===== config.mk =====
export PLATFORM = sky130hd
export DESIGN_NAME = tcpp_timer
export DESIGN_NICKNAME = d
export VERILOG_FILES = /design/src/rtl/tcpp_pkg.sv /design/src/rtl/tcpp_timer.sv
export VERILOG_INCLUDE_DIRS = /design/src /design/src/rtl
export SDC_FILE = /design/constraint.sdc
export NUM_CORES = 1
export LEC_CHECK = 0
export BUFFER_PORTS_ARGS = -buffer_cell sky130_fd_sc_hd__buf_2
export CORE_UTILIZATION = 40
export CTS_CLUSTER_DIAMETER = 200
export DETAILED_ROUTE_END_ITERATION = 10
export PLACE_DENSITY_LB_ADDON = 0.25
export SETUP_SLACK_MARGIN = 0.02
export SLEW_MARGIN = 20
export SYNTH_ARGS = -nofsm -noshare
export SYNTH_HDL_FRONTEND = slang
export SYNTH_SLANG_ARGS = --single-unit

===== constraint.sdc =====
create_clock -name pclk -period 7.35 [get_ports pclk]
set_clock_uncertainty 0.05 [all_clocks]
set_input_delay 0.735 -clock pclk [delete_from_list [all_inputs] [get_ports pclk]]
set_output_delay 0.735 -clock pclk [all_outputs]
set_load 0.005 [all_outputs]

===== src/rtl/tcpp_defs.svh =====
// Offsets, field positions, reset values and load constants of the compare block
// Behaviour
// - A compare match sets the channel flag, drives its level, may interrupt.
// - Compare registers are 16 bits, software owned, reset to 8000h.
// - Compare pin latches are held low during reset.
// - A flag clears after a status read then a low byte access.
// - Writing the high byte inhibits compares until the low byte is written.
// - With the pin disabled, flag and interrupt still occur but no drive.
// - Match at count equal value (divide by 2), else value plus 1.
// - Force bit copies level to an enabled pin, no flag, no interrupt.
// - Force bits are ignored in one-pulse and modulation modes.
// - One-pulse mode triggers on capture one, times with compare one.
// - Trigger loads counter FFFCh, drives during level, capture FFFDh, flag.
// - In one-pulse mode compare one match drives the after level.
// - Pulse or period lasts the compare value plus five ticks.
// - One-pulse mode never sets compare flag one; compare flag two still sets.
// - With both mode bits set, only modulation mode runs.
// - Special modes disable capture one; capture two keeps working.
// - Modulation mode buffers compare writes until the period ends.
// - Modulation mode reloads the counter with FFFCh on match two.
// - Modulation output takes level one on match one, level two on two.
// - Modulation mode never sets compare flags.
// - Modulation mode sets capture flag one at each period end.
// - Tick is CPU clock over 2, 4, 8 or an external clock.
// - External clock is selected when both select bits are one.
`ifndef TCPP_DEFS_SVH
`define TCPP_DEFS_SVH

// ==========================================================================
// Register byte offsets
`define TCPP_CTL1_OFF  8'h00
`define TCPP_CTL2_OFF  8'h04
`define TCPP_STAT_OFF  8'h08
`define TCPP_CMP1H_OFF 8'h0c
`define TCPP_CMP1L_OFF 8'h10
`define TCPP_CMP2H_OFF 8'h14
`define TCPP_CMP2L_OFF 8'h18
`define TCPP_CAP1H_OFF 8'h1c
`define TCPP_CAP1L_OFF 8'h20
`define TCPP_CAP2H_OFF 8'h24
`define TCPP_CAP2L_OFF 8'h28
`define TCPP_CNTH_OFF  8'h2c
`define TCPP_CNTL_OFF  8'h30

// ==========================================================================
// Control one fields
`define TCPP_C1_CAPIE  7
`define TCPP_C1_CMPIE  6
`define TCPP_C1_OVFIE  5
`define TCPP_C1_FORCE2 4
`define TCPP_C1_FORCE1 3
`define TCPP_C1_LVL2   2
`define TCPP_C1_EDGE1  1
`define TCPP_C1_LVL1   0

// Control two fields
`define TCPP_C2_PINEN1 7
`define TCPP_C2_PINEN2 6
`define TCPP_C2_PULSE  5
`define TCPP_C2_PWM    4
`define TCPP_C2_TICKHI 3
`define TCPP_C2_TICKLO 2
`define TCPP_C2_EDGE2  1
`define TCPP_C2_EXEDGE 0

// ==========================================================================
// Reset and load values
`define TCPP_CTL_RST   8'h00
`define TCPP_CMP_RST   16'h8000
`define TCPP_CNT_LOAD  16'hfffc
`define TCPP_CAP_PULSE 16'hfffd
`define TCPP_CNT_TOP   16'hffff

`endif


===== src/rtl/tcpp_pkg.sv =====
// Types shared by the compare block
package tcpp_pkg;

   typedef logic [15:0] tcpp_word_t;

   // Gray ordered: normal, one-pulse, modulation
   typedef enum logic [1:0] {
      TCPP_NORMAL = 2'b00,
      TCPP_PULSE  = 2'b01,
      TCPP_PWM    = 2'b11
   } tcpp_mode_t;

endpackage


===== src/rtl/tcpp_timer.sv =====
// Timer compare, one-pulse and modulation block with APB registers
`timescale 1ns/1ps
`default_nettype none
`include "tcpp_defs.svh"

module tcpp_timer (
   // APB
   input  wire logic              pclk,
   input  wire logic              presetn,
   input  wire logic              psel,
   input  wire logic              penable,
   input  wire logic              pwrite,
   input  wire logic [7:0]        paddr,
   input  wire logic [31:0]       pwdata,
   output logic      [31:0]       prdata,
   output logic                   pready,
   output logic                   pslverr,
   // Pins
   input  wire logic              capture_input_one,
   input  wire logic              capture_input_two,
   input  wire logic              ext_clk_in,
   output logic      [1:0]        compare_output_pin,
   output logic      [1:0]        compare_pin_enable,
   // Processor side
   input  wire logic              irq_global_mask,
   output logic                   timer_irq,
   output tcpp_pkg::tcpp_mode_t   mode_now
);
   import tcpp_pkg::*;

   // =======================================================================
   // Decode
   function automatic logic hit(input logic [7:0] a, input logic [7:0] o);
      hit = (a == o);
   endfunction

   wire       acc    = psel & penable;
   wire       wr     = acc & pwrite;
   wire       rd     = acc & ~pwrite;
   wire [7:0] wbyte  = pwdata[7:0];
   wire       ctl1_w = wr & hit(paddr, `TCPP_CTL1_OFF);
   wire       ctl2_w = wr & hit(paddr, `TCPP_CTL2_OFF);
   wire       stat_r = rd & hit(paddr, `TCPP_STAT_OFF);
   wire       cnt_lo = acc & hit(paddr, `TCPP_CNTL_OFF);
   wire       cnt_lw = wr & hit(paddr, `TCPP_CNTL_OFF);
   wire [1:0] cmp_hw = {wr & hit(paddr, `TCPP_CMP2H_OFF),
                        wr & hit(paddr, `TCPP_CMP1H_OFF)};
   wire [1:0] cmp_lw = {wr & hit(paddr, `TCPP_CMP2L_OFF),
                        wr & hit(paddr, `TCPP_CMP1L_OFF)};
   wire [1:0] cmp_la = {acc & hit(paddr, `TCPP_CMP2L_OFF),
                        acc & hit(paddr, `TCPP_CMP1L_OFF)};
   wire [1:0] cap_hr = {rd & hit(paddr, `TCPP_CAP2H_OFF),
                        rd & hit(paddr, `TCPP_CAP1H_OFF)};
   wire [1:0] cap_la = {acc & hit(paddr, `TCPP_CAP2L_OFF),
                        acc & hit(paddr, `TCPP_CAP1L_OFF)};
   wire       addr_ok = (paddr <= `TCPP_CNTL_OFF) && (paddr[1:0] == 2'b00);

   // =======================================================================
   // State
   logic [7:0]  ctl1_r;
   logic [7:0]  ctl2_r;
   tcpp_word_t  cmp_sw_r  [2];
   tcpp_word_t  cmp_act_r [2];
   tcpp_word_t  cap_r     [2];
   tcpp_word_t  cnt_r;
   tcpp_word_t  cnt_nxt;
   logic [1:0]  inh_r;
   logic [1:0]  cinh_r;
   logic [4:0]  flg_r;
   logic [4:0]  flg_nxt;
   logic [4:0]  arm_r;
   logic [4:0]  arm_nxt;
   logic [1:0]  lat_r;
   logic [1:0]  lat_nxt;
   logic [2:0]  presc_r;
   logic        tick_d_r;
   logic        ext_d_r;
   logic        cap1_d_r;
   logic        cap2_d_r;
   logic [31:0] prdata_r;
   logic        rl_pend_r;

   // =======================================================================
   // Mode select
   tcpp_mode_t md;
   assign md = ctl2_r[`TCPP_C2_PWM]   ? TCPP_PWM :
               ctl2_r[`TCPP_C2_PULSE] ? TCPP_PULSE :
                                        TCPP_NORMAL;
   assign mode_now = md;

   wire lvl1    = ctl1_r[`TCPP_C1_LVL1];
   wire lvl2    = ctl1_r[`TCPP_C1_LVL2];
   wire [1:0] oce = {ctl2_r[`TCPP_C2_PINEN2], ctl2_r[`TCPP_C2_PINEN1]};
   wire [1:0] tsel = {ctl2_r[`TCPP_C2_TICKHI], ctl2_r[`TCPP_C2_TICKLO]};

   // =======================================================================
   // Tick generation
   wire       ext_sel = (tsel == 2'b11);
   wire       div2    = (tsel == 2'b00);
   wire [2:0] dmask   = (tsel == 2'b00) ? 3'h1 :
                        (tsel == 2'b01) ? 3'h3 : 3'h7;
   wire       ext_edg = ctl2_r[`TCPP_C2_EXEDGE] ? (ext_clk_in & ~ext_d_r)
                                                : (~ext_clk_in & ext_d_r);
   wire       tick    = ext_sel ? ext_edg
                                : ((presc_r & dmask) == dmask);

   // =======================================================================
   // Compare channels
   logic [1:0] match;
   tcpp_word_t cmp_tgt [2];
   genvar gi;
   generate
      for (gi = 0; gi < 2; gi++) begin : g_cmp
         assign cmp_tgt[gi] = div2 ? cmp_act_r[gi]
                                   : cmp_act_r[gi] + 16'h0001;
         assign match[gi] = tick_d_r & ~inh_r[gi]
                            & (cnt_r == cmp_tgt[gi]);
      end
   endgenerate

   wire pwm_end = (md == TCPP_PWM) & match[1];

   // =======================================================================
   // Capture inputs
   wire edge1 = ctl1_r[`TCPP_C1_EDGE1] ? (capture_input_one & ~cap1_d_r)
                                       : (~capture_input_one & cap1_d_r);
   wire edge2 = ctl2_r[`TCPP_C2_EDGE2] ? (capture_input_two & ~cap2_d_r)
                                       : (~capture_input_two & cap2_d_r);
   wire trig  = (md == TCPP_PULSE) & edge1;
   wire cap1  = (md == TCPP_NORMAL) & edge1 & ~cinh_r[0];
   wire cap2  = edge2 & ~cinh_r[1];

   // =======================================================================
   // Flags: {cap1, cmp1, ovf, cap2, cmp2}
   wire ovf = tick & (cnt_r == `TCPP_CNT_TOP);
   wire [4:0] fset = {cap1 | trig | pwm_end,
                      match[0] & (md == TCPP_NORMAL),
                      ovf,
                      cap2,
                      match[1] & (md != TCPP_PWM)};
   wire [4:0] fclr = {cap_la[0], cmp_la[0], cnt_lo, cap_la[1], cmp_la[1]}
                     & arm_r;

   assign flg_nxt = fset | (flg_r & ~fclr);
   assign arm_nxt = stat_r ? flg_r : (arm_r & ~fclr);

   // =======================================================================
   // Counter
   // Divide by two: reload on the next tick so the last count lasts a tick
   wire rl_now   = rl_pend_r & tick;
   wire rl_hold  = (pwm_end & div2) | (rl_pend_r & ~tick);
   wire cnt_load = trig | (pwm_end & ~div2) | rl_now
                   | cnt_lw;
   assign cnt_nxt = cnt_load ? `TCPP_CNT_LOAD :
                    tick     ? cnt_r + 16'h0001 : cnt_r;

   // =======================================================================
   // Output latches
   wire force_ok = (md == TCPP_NORMAL);
   wire [1:0] frc = {ctl1_r[`TCPP_C1_FORCE2], ctl1_r[`TCPP_C1_FORCE1]}
                    & oce & {2{force_ok}};

   always_comb begin
      lat_nxt = lat_r;
      case (md)
         TCPP_NORMAL: begin
            if (frc[0] | match[0])
               lat_nxt[0] = lvl1;
            if (frc[1] | match[1])
               lat_nxt[1] = lvl2;
         end
         TCPP_PULSE: begin
            if (trig)
               lat_nxt[0] = lvl2;
            else if (match[0])
               lat_nxt[0] = lvl1;
         end
         TCPP_PWM: begin
            if (match[1])
               lat_nxt[0] = lvl2;
            else if (match[0])
               lat_nxt[0] = lvl1;
         end
         default: lat_nxt = lat_r;
      endcase
   end

   assign compare_output_pin = lat_r;
   assign compare_pin_enable = oce;

   // =======================================================================
   // Interrupt merge
   assign timer_irq = ~irq_global_mask &
      ((ctl1_r[`TCPP_C1_CAPIE] & (flg_r[4] | flg_r[1])) |
       (ctl1_r[`TCPP_C1_CMPIE] & (flg_r[3] | flg_r[0])) |
       (ctl1_r[`TCPP_C1_OVFIE] & flg_r[2]));

   // =======================================================================
   // Read mux, data registered in the setup cycle
   wire [7:0] rmux =
      hit(paddr, `TCPP_CTL1_OFF)  ? ctl1_r :
      hit(paddr, `TCPP_CTL2_OFF)  ? ctl2_r :
      hit(paddr, `TCPP_STAT_OFF)  ? {flg_r, 3'h0} :
      hit(paddr, `TCPP_CMP1H_OFF) ? cmp_sw_r[0][15:8] :
      hit(paddr, `TCPP_CMP1L_OFF) ? cmp_sw_r[0][7:0] :
      hit(paddr, `TCPP_CMP2H_OFF) ? cmp_sw_r[1][15:8] :
      hit(paddr, `TCPP_CMP2L_OFF) ? cmp_sw_r[1][7:0] :
      hit(paddr, `TCPP_CAP1H_OFF) ? cap_r[0][15:8] :
      hit(paddr, `TCPP_CAP1L_OFF) ? cap_r[0][7:0] :
      hit(paddr, `TCPP_CAP2H_OFF) ? cap_r[1][15:8] :
      hit(paddr, `TCPP_CAP2L_OFF) ? cap_r[1][7:0] :
      hit(paddr, `TCPP_CNTH_OFF)  ? cnt_r[15:8] :
      hit(paddr, `TCPP_CNTL_OFF)  ? cnt_r[7:0] : 8'h00;

   assign prdata  = prdata_r;
   assign pready  = 1'b1;
   assign pslverr = acc & ~addr_ok;

   // =======================================================================
   // Register process
   always_ff @(posedge pclk or negedge presetn) begin
      if (!presetn) begin
         ctl1_r    <= `TCPP_CTL_RST;
         ctl2_r    <= `TCPP_CTL_RST;
         cnt_r     <= `TCPP_CNT_LOAD;
         inh_r     <= 2'h0;
         cinh_r    <= 2'h0;
         flg_r     <= 5'h00;
         arm_r     <= 5'h00;
         lat_r     <= 2'h0;
         presc_r   <= 3'h0;
         tick_d_r  <= 1'b0;
         ext_d_r   <= 1'b0;
         cap1_d_r  <= 1'b0;
         cap2_d_r  <= 1'b0;
         prdata_r  <= 32'h0000_0000;
         rl_pend_r <= 1'b0;
      end else begin
         rl_pend_r <= rl_hold;
         if (ctl1_w)
            ctl1_r <= wbyte;
         if (ctl2_w)
            ctl2_r <= wbyte;
         cnt_r     <= cnt_nxt;
         inh_r     <= (inh_r | cmp_hw) & ~cmp_lw;
         cinh_r    <= (cinh_r | cap_hr) & ~cap_la;
         flg_r     <= flg_nxt;
         arm_r     <= arm_nxt;
         lat_r     <= lat_nxt;
         presc_r   <= presc_r + 3'h1;
         tick_d_r  <= tick;
         ext_d_r   <= ext_clk_in;
         cap1_d_r  <= capture_input_one;
         cap2_d_r  <= capture_input_two;
         if (psel & ~penable)
            prdata_r <= {24'h000000, rmux};
      end
   end

   // Compare and capture words
   generate
      for (gi = 0; gi < 2; gi++) begin : g_word
         always_ff @(posedge pclk or negedge presetn) begin
            if (!presetn) begin
               cmp_sw_r[gi]  <= `TCPP_CMP_RST;
               cmp_act_r[gi] <= `TCPP_CMP_RST;
            end else begin
               if (cmp_hw[gi])
                  cmp_sw_r[gi][15:8] <= wbyte;
               if (cmp_lw[gi])
                  cmp_sw_r[gi][7:0] <= wbyte;
               if (md != TCPP_PWM || pwm_end)
                  cmp_act_r[gi] <= cmp_sw_r[gi];
            end
         end
      end
   endgenerate

   always_ff @(posedge pclk or negedge presetn) begin
      if (!presetn) begin
         cap_r[0] <= 16'h0000;
         cap_r[1] <= 16'h0000;
      end else begin
         if (trig)
            cap_r[0] <= `TCPP_CAP_PULSE;
         else if (cap1)
            cap_r[0] <= cnt_r;
         if (cap2)
            cap_r[1] <= cnt_r;
      end
   end

   // =======================================================================
   // Checks
   a_match_flag: assert property (
      @(posedge pclk) disable iff (!presetn)
      (match[0] && md == TCPP_NORMAL) |=> flg_r[3])
      else $error("compare one match did not set its flag");

   a_inhibit_hold: assert property (
      @(posedge pclk) disable iff (!presetn)
      inh_r[0] |-> !match[0])
      else $error("match while compare one inhibited");

   a_match_offset: assert property (
      @(posedge pclk) disable iff (!presetn)
      match[0] |-> (div2 ? cnt_r == cmp_act_r[0]
                         : cnt_r == cmp_act_r[0] + 16'h0001))
      else $error("compare one matched at wrong count");

   a_force_copy: assert property (
      @(posedge pclk) disable iff (!presetn)
      frc[0] |=> lat_r[0] == $past(lvl1) && !$rose(flg_r[3]))
      else $error("forced level not copied");

   a_pulse_start: assert property (
      @(posedge pclk) disable iff (!presetn)
      trig |=> cnt_r == `TCPP_CNT_LOAD && cap_r[0] == `TCPP_CAP_PULSE
               && lat_r[0] == $past(lvl2) && flg_r[4])
      else $error("one-pulse trigger effects missing");

   a_pulse_noflag: assert property (
      @(posedge pclk) disable iff (!presetn)
      md == TCPP_PULSE |-> !fset[3])
      else $error("compare one flag set in one-pulse mode");

   a_pwm_reload: assert property (
      @(posedge pclk) disable iff (!presetn)
      pwm_end && !div2 |=> cnt_r == `TCPP_CNT_LOAD ##1 !match[1])
      else $error("period end did not reload counter");

   a_reload_wait: assert property (
      @(posedge pclk) disable iff (!presetn)
      pwm_end && div2 |=> rl_pend_r)
      else $error("period end reload not held for tick");

   a_reload_apply: assert property (
      @(posedge pclk) disable iff (!presetn)
      rl_now |=> cnt_r == `TCPP_CNT_LOAD)
      else $error("held reload did not load counter");

   a_pwm_period: assert property (
      @(posedge pclk) disable iff (!presetn)
      pwm_end |=> flg_r[4])
      else $error("period end did not set capture flag one");

   a_pwm_levels: assert property (
      @(posedge pclk) disable iff (!presetn)
      (md == TCPP_PWM && match[0] && !match[1]) |=> lat_r[0] == $past(lvl1))
      else $error("modulation level one not applied");

   a_pulse_end: assert property (
      @(posedge pclk) disable iff (!presetn)
      (md == TCPP_PULSE && match[0] && !trig) |=> lat_r[0] == $past(lvl1))
      else $error("pulse end level not applied");

   a_pwm_buffer: assert property (
      @(posedge pclk) disable iff (!presetn)
      (md == TCPP_PWM && !pwm_end) |=> $stable(cmp_act_r[0]))
      else $error("active compare changed inside a period");

   a_pwm_flags: assert property (
      @(posedge pclk) disable iff (!presetn)
      md == TCPP_PWM |-> fset[3] == 1'b0 && fset[0] == 1'b0)
      else $error("compare flag set in modulation mode");

   a_irq_mask: assert property (
      @(posedge pclk) disable iff (!presetn)
      irq_global_mask |-> !timer_irq)
      else $error("interrupt raised while masked");

   a_cmp_stable: assert property (
      @(posedge pclk) disable iff (!presetn)
      !cmp_hw[0] && !cmp_lw[0] |=> $stable(cmp_sw_r[0]))
      else $error("compare one changed without a write");

endmodule
`default_nettype wire


==> flow_summary.toml <==
[worst_hold_path]
worst_hold_path_type = "in -> async"

[grt]
grt_antenna_before_repair = 0
grt_pass1_vias = 6240
grt.total_usage = 0.229
gr-total-overflow = 0
grt_pass1_wl_um = 37800
grt_max_degree = 89

[die]
dieHeight_um = 150
start_util = 0.414
io_pins = 90
dieArea_um2 = 22600
die_x_um = 150
num_rows = 53
core-area_um2 = 21300

[sta]
worst_slack_ns = 4.06
slew_headroom = 0.310
worst_pin_slew_ns = 1.03
fmax_mhz = 304
min_period_ns = 3.29
min_period_over_period = 0.447
setup_tns_ns = 0
hold_violations = 0
holdWs_ns = 0.336
rsz0062_at_grt = "false"
finalSetupViolations = 0
drv_slew = 0

[logic_synthesis]
synth_cells = 847
ys_seq_area_frac = 0.457
synthArstFlopShare = 1.00
yosysMostFrequentCell = "dfrtp_1"
synth_area_leader_cell = "dfrtp_1"
ys_types = 80
synth_edf_count = 0
ys_warn_count = 0
netlist.area_leader.share = 0.404
synth_ff_type = "dfrtp_1"
synth_common_cells = "dfrtp_1, mux2_2, nand2_1"
netlist_area_um2 = 8800
avgSynthCellArea_um2 = 10.4
yosys_register_bits = 160
synth_area_leaders = "dfrtp_1, mux2_2, dfstp_2"

[drt]
wire_per_inst_um = 21.5
dr.pass1.iters = 6
vias_per_cell = 5.78
routed_wl_um = 24700
first_iter_violations = 529
vias = 6620
drc_errors = 0
final_antenna_net_count = 0

[clock_tree]
path_clk_slew_ns = 0.06
cts_tree = "yes"
cts_root_buf = "clkbuf_16"
cts_setup_buffers = 0
cts.path.max_buffers = 2
cts_resized = 0
clkSinkCount = 160
clock_latency_ns = 0.43
numCtsBuffers = 17
hold_buffers = 0
htree_levels = 4

[layout]
drive_above_1_share = 0.235
area_growth_pct = 9.68
fin_util = 0.454
diodes = 0
nets = 911
final_cells = 1146

[setup_path]
slowest_stage = "dfrtp_1"
worst-setup-path-type = "reg -> reg"
worstPathArrival_ns = 3.54
cp.required_ns = 7.61
critPathMaxStageDelay_ns = 0.70
end_kind = "flip-flop"
crit_fanout = 32
r2r-start = "ctl2_r[3]$_DFFE_PN0P_"
crit_start = "ctl2_r[3]$_DFFE_PN0P_"
cp_cell_sequence = "o2111a_2 > nand4_4 > nor3_2 > xnor2_1 > nor4_4 > nand3_2 > nand2_4 > mux2_2"
critPathLaunchType = "flip-flop"

[run]
cap_violations = 0

[placed_design]
hpwl_um = 17600
finalWeightedCongestion = 0.853
place_ws_ns = 3.79
portBuffers = 40
place_inst = 1114

[power]
ir_worst_vdd_mv = 0.176
powerDensity_nw_per_um2 = 250
p_leak_nw = 4.34

[status]
outcome = "finished, final reports clean"
==> cells by family after synthesis <==
family / synth area share
other cells: 0.000853
xor+xnor: 0.0573
flops: 0.457
fa+ha+maj: 0.00569
mux: 0.136
compound gates: 0.140
simple gates: 0.151
buf+inv: 0.0527
==> registers in the layout, indices dropped and copies added (netlist names) <==
register and flops:
arm_r 5, cap1_d_r 1, cap2_d_r 1, cap_r 32, cinh_r 2, cmp_act_r 32, cmp_sw_r 32, cnt_r 16
compare_output_pin 2, ctl1_r 8, ctl2_r 8, ext_d_r 1, flg_r 5, inh_r 2, prdata 8, presc_r 3
rl_pend_r 1, tick_d_r 1
==> area by class of cell <==
class	instances	area (µm²)
Inverter	8	30.0
Tap cell	275	344
Clock inverter	8	65.1
Fill cell	2002	11600
Sequential cell	160	4030
Multi-Input combinational cell	626	4410
Timing Repair Buffer	45	244
Clock buffer	24	536
==> cell usage in the layout (no fill, tap or decap), types with 9 or more instances in the layout <==
cell type | Yosys | layout
nor2_1 | 54 | 54
nand2_1 | 76 | 76
a21oi_1 | 39 | 39
nand3_1 | 21 | 21
xnor2_1 | 37 | 37
mux2_2 | 90 | 90
o22ai_1 | 14 | 14
nand2b_1 | 14 | 14
buf_2 | 10 | 39
mux2i_1 | 9 | 9
clkbuf_16 | 0 | 20
o22a_1 | 17 | 17
and3_1 | 9 | 9
dfstp_2 | 18 | 18
o21ai_0 | 29 | 29
xor2_1 | 18 | 18
conb_1 | 2 | 25
nand4_1 | 13 | 13
dfrtp_1 | 142 | 142
a221oi_1 | 10 | 10
==> worst max-delay path, delay by kind of cell, from the launching register on <==
family,cells,cell delay (ns)
compound gates,1,0.40
xor+xnor,1,0.12
flops,1,0.70
mux,1,0.39
simple gates,5,1.47
==> per-stage QoR <==
step	instance area (µm²)	power (W)
2_1_floorplan	8890	0.00139
3_3_place_gp	9050	0.00153
3_5_place_dp	9050	0.00154
4_1_cts	9660	0.00242
5_1_grt	9660	0.00252
6_report	9660	0.00241
==> where the power goes <==
part	total, W	leakage, nW	switching (W)	internal (W)
Sequential	0.00116	2.06	0.000171	0.000993
Clock	0.000883	0.293	0.000368	0.000515
Combinational	0.000362	1.99	0.000184	0.000178
==> metal layers <==
layer  share of wire  wire (µm)  track usage
met5               0          0            0
met4           0.026        634       0.0732
met3           0.053       1310       0.0403
met2            0.47      11600        0.363
met1            0.45      11200        0.317
==> final timing paths <==
kind,endpoint,slack (ns),depth (start not counted)
max,cmp_act_r[17]$_DFFE_PN0P_,4.06,8
min,presc_r[2]$_DFF_PN0_,0.34,1
max reg2reg,cmp_act_r[17]$_DFFE_PN0P_,4.06,8
min reg2reg,presc_r[2]$_DFF_PN0_,0.41,1
max in group asynchronous,cmp_sw_r[7]$_DFFE_PN0P_,5.44,2
min in group pclk,ext_d_r$_DFF_PN0_,0.39,1
Note: power is estimated with default switching activity, not from simulation.
